$ cat src/rtl/etrg_pkg.sv
/*
 * Package for the event triggered reset generator: register offsets,
 * field positions, reset values and timing counts.
 * Assumes a 100 MHz system clock.
 */
package etrg_pkg;

    localparam logic [7:0]  ETRG_OFS_G1_A     = 8'h38;
    localparam logic [7:0]  ETRG_OFS_G1_B     = 8'h39;
    localparam logic [7:0]  ETRG_OFS_G1_C     = 8'h3A;
    localparam logic [7:0]  ETRG_OFS_G2_A     = 8'h3B;
    localparam logic [7:0]  ETRG_OFS_G2_B     = 8'h3C;
    localparam logic [7:0]  ETRG_OFS_CFG      = 8'h3D;

    localparam logic [7:0]  ETRG_RST_VAL      = 8'h00;

    localparam int          ETRG_LEVEL_BIT    = 7;
    localparam int          ETRG_POL2_BIT     = 7;
    localparam int          ETRG_POL1_BIT     = 6;
    localparam int          ETRG_MERGE_BIT    = 5;
    localparam int          ETRG_HOLD_LSB     = 2;
    localparam int          ETRG_WIDTH_LSB    = 0;

    localparam int          ETRG_CLK_HZ       = 100_000_000;
    // hold time base: 0.5 s step, code n>0 gives (n+1) steps
    localparam int          ETRG_HOLD_STEP_MS = 500;
    localparam int          ETRG_HOLD_STEP_CYC = ETRG_CLK_HZ / 1000 * ETRG_HOLD_STEP_MS;
    localparam int          ETRG_PW0_US       = 500;
    localparam int          ETRG_PW1_US       = 1000;
    localparam int          ETRG_PW2_US       = 2000;
    localparam int          ETRG_PW3_US       = 10000;
    localparam int          ETRG_CYC_PER_US   = ETRG_CLK_HZ / 1_000_000;
    localparam int          ETRG_PW0_CYC      = ETRG_PW0_US * ETRG_CYC_PER_US;
    localparam int          ETRG_PW1_CYC      = ETRG_PW1_US * ETRG_CYC_PER_US;
    localparam int          ETRG_PW2_CYC      = ETRG_PW2_US * ETRG_CYC_PER_US;
    localparam int          ETRG_PW3_CYC      = ETRG_PW3_US * ETRG_CYC_PER_US;

    typedef struct packed {
        logic       level;
        logic [6:0] code;
    } etrg_slot_t;

    typedef struct packed {
        logic       second_output_polarity;
        logic       first_output_polarity;
        logic       external_reset_merge_enable;
        logic [2:0] hold_code;
        logic [1:0] width_code;
    } etrg_cfg_t;

    typedef struct packed {
        logic       we;
        logic       re;
        logic [7:0] addr;
        logic [7:0] wdata;
    } etrg_reg_req_t;

endpackage

$ cat src/rtl/etrg_top.sv
/*
 * Event triggered reset generator: two generators that fire a reset
 * pulse when all selected events are held together for the hold time.
 * Assumes register accesses arrive as one-cycle strobes from the serial
 * register interface on sys_clk, and that event status arrives as a
 * 128-entry vector of live states (key pressed / gpi or logic active)
 * from logic on the same clock. The external reset pin is asynchronous.
 */
// Operation
// - key slot: level 1 means press triggers
// - gpi/logic slot: level selects active or inactive
// - first generator has three seven-bit slots
// - second generator has two seven-bit slots
// - zero code slot is ignored
// - trigger only when all used slots match
// - second output polarity from config bit 7
// - first output polarity from config bit 6
// - merge enable ORs pin into first output
// - hold time immediate or 1.0-4.0 s
// - hold time shared, continuous activity needed
// - shared two-bit pulse width selection
`timescale 1ns/1ps
module etrg_top
    import etrg_pkg::*;
#(
    parameter int HOLD_STEP_CYC = ETRG_HOLD_STEP_CYC,
    parameter int PW0_CYC       = ETRG_PW0_CYC,
    parameter int PW1_CYC       = ETRG_PW1_CYC,
    parameter int PW2_CYC       = ETRG_PW2_CYC,
    parameter int PW3_CYC       = ETRG_PW3_CYC
) (
    input  wire logic          sys_clk,
    input  wire logic          rst,
    input  wire etrg_reg_req_t reg_req,
    output logic [7:0]         reg_rdata,
    input  wire logic [127:0]  event_active,
    input  wire logic          ext_reset_pin,
    output logic               first_generated_reset_out,
    output logic               second_generated_reset_out
);

    etrg_slot_t first_gen_event_code_a_r, first_gen_event_code_b_r, first_gen_event_code_c_r;
    etrg_slot_t second_gen_event_code_a_r, second_gen_event_code_b_r;
    etrg_cfg_t  cfg_r;
    logic [7:0] reg_rdata_r;
    logic [7:0] rd_mux;

    // register writes and reads
    always_ff @(posedge sys_clk) begin
        if (rst) begin
            first_gen_event_code_a_r  <= ETRG_RST_VAL;
            first_gen_event_code_b_r  <= ETRG_RST_VAL;
            first_gen_event_code_c_r  <= ETRG_RST_VAL;
            second_gen_event_code_a_r <= ETRG_RST_VAL;
            second_gen_event_code_b_r <= ETRG_RST_VAL;
            cfg_r                     <= ETRG_RST_VAL;
            reg_rdata_r               <= 8'h00;
        end else begin
            if (reg_req.we) begin
                case (reg_req.addr)
                    ETRG_OFS_G1_A: first_gen_event_code_a_r  <= reg_req.wdata;
                    ETRG_OFS_G1_B: first_gen_event_code_b_r  <= reg_req.wdata;
                    ETRG_OFS_G1_C: first_gen_event_code_c_r  <= reg_req.wdata;
                    ETRG_OFS_G2_A: second_gen_event_code_a_r <= reg_req.wdata;
                    ETRG_OFS_G2_B: second_gen_event_code_b_r <= reg_req.wdata;
                    ETRG_OFS_CFG:  cfg_r                     <= reg_req.wdata;
                    default: ;
                endcase
            end
            if (reg_req.re) begin
                reg_rdata_r <= rd_mux;
            end
        end
    end

    assign rd_mux = (reg_req.addr == ETRG_OFS_G1_A) ? first_gen_event_code_a_r  :
                    (reg_req.addr == ETRG_OFS_G1_B) ? first_gen_event_code_b_r  :
                    (reg_req.addr == ETRG_OFS_G1_C) ? first_gen_event_code_c_r  :
                    (reg_req.addr == ETRG_OFS_G2_A) ? second_gen_event_code_a_r :
                    (reg_req.addr == ETRG_OFS_G2_B) ? second_gen_event_code_b_r :
                    (reg_req.addr == ETRG_OFS_CFG)  ? cfg_r : 8'h00;
    assign reg_rdata = reg_rdata_r;

    // slot match: keys and gpi/logic are handled alike, so level 0 on a key slot
    // simply compares against the released state, which counts as a hit and
    // can complete a combination; gpi/logic level 0 selects the inactive state
    function automatic logic slot_hit(input etrg_slot_t s, input logic [127:0] ev);
        slot_hit = (s.code == 7'h00) ? 1'b1 :
                   (ev[s.code] == s.level);
    endfunction

    function automatic logic any_used(input etrg_slot_t s);
        any_used = (s.code != 7'h00);
    endfunction

    wire g1_used  = any_used(first_gen_event_code_a_r) | any_used(first_gen_event_code_b_r)
                  | any_used(first_gen_event_code_c_r);
    wire g2_used  = any_used(second_gen_event_code_a_r) | any_used(second_gen_event_code_b_r);
    wire g1_combo = g1_used & slot_hit(first_gen_event_code_a_r, event_active)
                  & slot_hit(first_gen_event_code_b_r, event_active)
                  & slot_hit(first_gen_event_code_c_r, event_active);
    wire g2_combo = g2_used & slot_hit(second_gen_event_code_a_r, event_active)
                  & slot_hit(second_gen_event_code_b_r, event_active);

    // shared hold and width counts
    logic [31:0] hold_cyc;
    logic [31:0] width_cyc;
    assign hold_cyc  = (cfg_r.hold_code == 3'h0) ? 32'h0 :
                       32'(HOLD_STEP_CYC) * 32'({29'h0, cfg_r.hold_code} + 32'h1);
    assign width_cyc = (cfg_r.width_code == 2'h0) ? 32'(PW0_CYC) :
                       (cfg_r.width_code == 2'h1) ? 32'(PW1_CYC) :
                       (cfg_r.width_code == 2'h2) ? 32'(PW2_CYC) : 32'(PW3_CYC);

    logic g1_pulse, g2_pulse;

    etrg_gen u_gen1 (
        .sys_clk   (sys_clk),
        .rst       (rst),
        .combo     (g1_combo),
        .hold_cyc  (hold_cyc),
        .width_cyc (width_cyc),
        .pulse     (g1_pulse)
    );

    etrg_gen u_gen2 (
        .sys_clk   (sys_clk),
        .rst       (rst),
        .combo     (g2_combo),
        .hold_cyc  (hold_cyc),
        .width_cyc (width_cyc),
        .pulse     (g2_pulse)
    );

    // external pin passes three flops; change accepted when 2nd and 3rd agree
    logic [2:0] ext_sync_r;
    logic       ext_level_r;
    always_ff @(posedge sys_clk) begin
        if (rst) begin
            ext_sync_r  <= 3'h0;
            ext_level_r <= 1'b0;
        end else begin
            ext_sync_r <= {ext_sync_r[1:0], ext_reset_pin};
            if (ext_sync_r[2] == ext_sync_r[1]) begin
                ext_level_r <= ext_sync_r[2];
            end
        end
    end

    wire g1_assert = g1_pulse | (cfg_r.external_reset_merge_enable & ext_level_r);
    wire g1_out    = g1_assert ~^ cfg_r.first_output_polarity;
    wire g2_out    = g2_pulse ~^ cfg_r.second_output_polarity;

    logic out1_r, out2_r;
    always_ff @(posedge sys_clk) begin
        if (rst) begin
            out1_r <= 1'b1;
            out2_r <= 1'b1;
        end else begin
            out1_r <= g1_out;
            out2_r <= g2_out;
        end
    end
    assign first_generated_reset_out  = out1_r;
    assign second_generated_reset_out = out2_r;

endmodule

// one generator: hold qualify, single pulse, rearm on release
module etrg_gen
    import etrg_pkg::*;
(
    input  wire logic        sys_clk,
    input  wire logic        rst,
    input  wire logic        combo,
    input  wire logic [31:0] hold_cyc,
    input  wire logic [31:0] width_cyc,
    output logic             pulse
);
    typedef enum logic [1:0] {ETRG_IDLE, ETRG_HOLD, ETRG_PULSE, ETRG_WAIT} etrg_state_t;

    etrg_state_t state_r;
    logic [31:0] cnt_r;

    always_ff @(posedge sys_clk) begin
        if (rst) begin
            state_r <= ETRG_IDLE;
            cnt_r   <= 32'h0;
        end else begin
            case (state_r)
                ETRG_IDLE: begin
                    cnt_r <= 32'h1;
                    if (combo && hold_cyc == 32'h0) begin
                        state_r <= ETRG_PULSE;
                    end else if (combo) begin
                        state_r <= ETRG_HOLD;
                    end
                end
                ETRG_HOLD: begin
                    if (!combo) begin
                        state_r <= ETRG_IDLE;
                    end else if (cnt_r >= hold_cyc) begin
                        state_r <= ETRG_PULSE;
                        cnt_r   <= 32'h1;
                    end else begin
                        cnt_r <= cnt_r + 32'h1;
                    end
                end
                ETRG_PULSE: begin
                    if (cnt_r >= width_cyc) begin
                        state_r <= ETRG_WAIT;
                    end
                    cnt_r <= cnt_r + 32'h1;
                end
                ETRG_WAIT: begin
                    if (!combo) begin
                        state_r <= ETRG_IDLE;
                    end
                end
                default: state_r <= ETRG_IDLE;
            endcase
        end
    end

    assign pulse = (state_r == ETRG_PULSE);
endmodule

$ cat config.mk
export PLATFORM = sky130hd
export DESIGN_NAME = etrg_top
export DESIGN_NICKNAME = d
export VERILOG_FILES = /design/src/rtl/etrg_pkg.sv /design/src/rtl/etrg_top.sv
export SDC_FILE = /design/constraint.sdc
export NUM_CORES = 1
export LEC_CHECK = 0
export ABC_CLOCK_PERIOD_IN_PS = 9700
export BUFFER_PORTS_ARGS = -buffer_cell sky130_fd_sc_hd__buf_2
export CORE_UTILIZATION = 37
export CTS_BUF_LIST = sky130_fd_sc_hd__clkbuf_16
export DETAILED_ROUTE_END_ITERATION = 6
export PLACE_DENSITY = 0.58
export REMOVE_ABC_BUFFERS = 1
export SKIP_LAST_GASP = 1
export SLEW_MARGIN = 20
export SYNTH_ARGS = -nofsm -noshare
export SYNTH_HDL_FRONTEND = slang
export SYNTH_SLANG_ARGS = --single-unit
export TNS_END_PERCENT = 30
$ cat constraint.sdc
create_clock -name sys_clk -period 9.7 [get_ports sys_clk]
set_input_delay 1.455 -clock sys_clk [delete_from_list [all_inputs] [get_ports sys_clk]]
set_output_delay 1.455 -clock sys_clk [all_outputs]
set_load 0.005 [all_outputs]
==> results.md <==
- CP endpoint kind: flop
- Power density over the cells: ~94 nW/um2
- Total Wirelength: roughly 53,000 um
- Post-CTS sizing: 0
- Critical path type: reg2reg
- Library cells used by synthesis: roughly 90
- Crit path arrival time: between 8 and 9 ns
- Ys async rst share: 0
- Worst Path Required: slightly above 10 ns
- Count leader, synth: mux4_2
- Final period util: 0.8132
- RSZ-0062 raised after global routing: no
- CTS H-tree depth: 4
- Setup Fix Bufs, Post-CTS: 0
- Starting Density: 0.3791
- Syn Area/Cell: 9.272 um2
- CTS tree: done
- Max rail drop VDD: approximately 0.00013 V
- Number of antenna violations at the first check in global routing: 6
- Synth area leaders: mux4_2 22%, dfxtp_1 17%, ha_1 9.3%, mux2i_1 6.3%, nand2_1 3.2%
- FF/Latch Area: 2613 um2
- Core area: around 40,000 um2
- Via count: 14,680
- Status: finished clean
- Die X: 204.9 um
- Detailed Place HPWL: 39,070 um
- Clock latency on the worst-skew pair: 0.45 ns
- Io pins: about 160
- Highest Clock Rate: between 100 and 150 MHz
- TritonCTS buffer count: 17
- Slew Viols, Final: 0
- Grt ovf: 0
- Final hold violation count: 0
- HP Class: reg2reg
- Top cell type's share of synthesized area: 0.2173
- Layout Utilization: 0.4183
- Leading area contributor after synthesis: mux4_2
- DRC violations left: 0
- Post-synth EDFFs: 0
- Final-report setup violation count: 0
- Die height: roughly 200 um
- Final Hold Slack: approximately 0.46 ns
- Synthesized cell area: 15,230 um2
- Clock transition at path regs: approximately 0.060 ns
- Pleak: ~6.4 nW
- Register area share after synthesis: 0.1708
- Row count: 73
- First-pass GRT wire length: between 80,000 and 90,000 um
- Final WS setup: around 1.8 ns
- # fillers: between 4,000 and 5,000
- Layout Nets: 1,994
- Die area: ~42,000 um2
- Wl on met1: between 20,000 and 25,000 um
- Area of the multi-input gates: 11,730 um2
- Root Buffer: clkbuf_16
- DR iter-0 viols: 1,407
- Post-synth top cells: 147 x mux4_2, 130 x dfxtp_1, 128 x nand2_1, 113 x ha_1, 110 x nor2_1
- Largest fanout on the critical path: 13
- CTS Sinks: 130
- DR vias/cell: 6.479
- Clk buf depth: 2
- Top_reg_cell synth: dfxtp_1
- Cell count after placement: between 2,000 and 2,500
- Post-route ant nets: 0
- Yosys reg bits: 130
- Non-Filler Cell Area, Final: roughly 17,000 um2
- Mapped Cells: 1,643
- Area delta synth->final: 10.35%
- IO Port Bufs: 158
- MaxCap Viol Count: 0
- Worst-margin pin slew: ~1.2 ns
- Largest net degree at the start of global routing: 80
- DR top layer: met5
- TNS Setup: 0 ns
- DRT Pass-1 Iters: 6
- GPL Wtd Cong: roughly 0.94
- Yosys warns: 0
- Placed inst area: about 16,000 um2
- Metal3 WL: roughly 3800 um
- Met2 routed WL: ~25,000 um
- Vias in the first global route: around 14,000
- Fin crit period: approximately 8 ns
- Slew HR: 0.2275
- GRT Total Usage: 0.2542
- CP Launch Type: flop
- Clk_skew: around 0.014 ns
- Post-Layout Cell Count: around 2,300
- Layout cell share with drive strength beyond 1: 0.2399
- Post-DR wirelength/cell: around 23 um
- Power Total: around 1.6 mW
- Cts hold-fix bufs: 0
- DP Worst Slack: 1.941 ns
-- placed cells by master, fill, tap and decap left out, types with 14 or more instances in the layout --
cell | netlist | layout
buf_2 | 21 | 157
mux4_2 | 147 | 147
nand2_1 | 128 | 128
dfxtp_1 | 130 | 122
ha_1 | 113 | 113
nor2_1 | 110 | 110
mux2i_1 | 96 | 96
a21oi_1 | 81 | 81
inv_1 | 71 | 71
nand3_1 | 63 | 63
o21ai_0 | 62 | 61
nor3_1 | 50 | 50
a32o_1 | 43 | 43
buf_4 | 17 | 28
a21o_1 | 23 | 23
nand2b_1 | 22 | 22
nor2b_1 | 21 | 21
and3_1 | 21 | 21
nand4_1 | 20 | 20
nor4_1 | 18 | 18
o22ai_1 | 17 | 17
o211ai_1 | 17 | 17
clkbuf_16 | 0 | 17
a22oi_1 | 16 | 16
nor3b_1 | 15 | 15
mux2_2 | 14 | 14
-- area by class of cell --
type / count / area share
Multi-Input combinational cell: 1318 / 0.6977
Inverter: 73 / 0.01630
Clock inverter: 15 / 0.006550
Tap cell: 525 / 0.03907
Timing Repair Buffer: 185 / 0.05924
Antenna cell: 3 / 0.0004466
Clock buffer: 17 / 0.02531
Sequential cell: 130 / 0.1554
-- state kept, by name (all words and copies together) (netlist names) --
signal                      count
cfg_r                           8
ext_level_r                     1
ext_sync_r                      3
first_gen_event_code_a_r        8
first_gen_event_code_b_r        8
first_gen_event_code_c_r        8
first_generated_reset_out       1
reg_rdata                       8
second_gen_event_code_a_r       8
second_gen_event_code_b_r       8
second_generated_reset_out      1
u_gen1.cnt_r                   32
u_gen1.state_r                  2
u_gen2.cnt_r                   32
u_gen2.state_r                  2
-- report_power, final --
group	switching [mW]	internal [mW]
logic	0.240	0.168
clock network	0.283	0.328
registers	0.0151	0.546
-- per-layer routing --
metal,global-route usage,vias to the layer above
met2,0.4160,694
met4,0.1037,6
met1,0.3320,7209
met3,0.04136,146
li1,-,6626
met5,0,-
-- kinds of logic (layout without fill, tap and decap cells) --
logic type	after synthesis	in the layout	share of synthesized area
simple gates	539	539	0.1836
compound gates	385	385	0.1814
mux	259	259	0.2942
buf+inv	195	290	0.05930
flops	130	130	0.1708
fa+ha+maj	120	120	0.1020
xor+xnor	15	15	0.008623
other cells	0	3	0
-- worst max-delay path, cell delays in order, from the launching register on --
cell and delay (ns):
dfxtp_1 0.64, inv_1 0.30, ha_1 0.46, ha_1 0.39, inv_1 0.10, fa_1 0.51, fa_1 0.48, nand3b_1 0.19
a21boi_0 0.18, o21ai_0 0.13, a211o_1 0.36, a21boi_0 0.22, o21ai_0 0.13, nand3_1 0.15, and4b_1 0.25, nor3_1 0.07
nor4_1 0.51, ha_1 0.35, o21a_1 0.11, o21a_1 0.17, a2111oi_0 0.66, o21ai_0 0.16, buf_4 0.23, nor3_2 0.58
buf_4 0.33, a31o_2 0.17
-- path summary, 6_finish.rpt --
path	startpoint	to	cells past startpoint	slack [ns]
worst max-delay path	cfg_r[2]$_SDFFE_PP0P_	u_gen1.cnt_r[17]$_SDFFE_PP0P_	25	1.81
worst min-delay path	ext_sync_r[2]$_SDFF_PP0_	ext_level_r$_SDFFE_PP0N_	2	0.46
worst max register to register	cfg_r[2]$_SDFFE_PP0P_	u_gen1.cnt_r[17]$_SDFFE_PP0P_	25	1.81
worst min register to register	ext_sync_r[2]$_SDFF_PP0_	ext_level_r$_SDFFE_PP0N_	2	0.46
No activity file was read; power rests on OpenSTA's default activity.
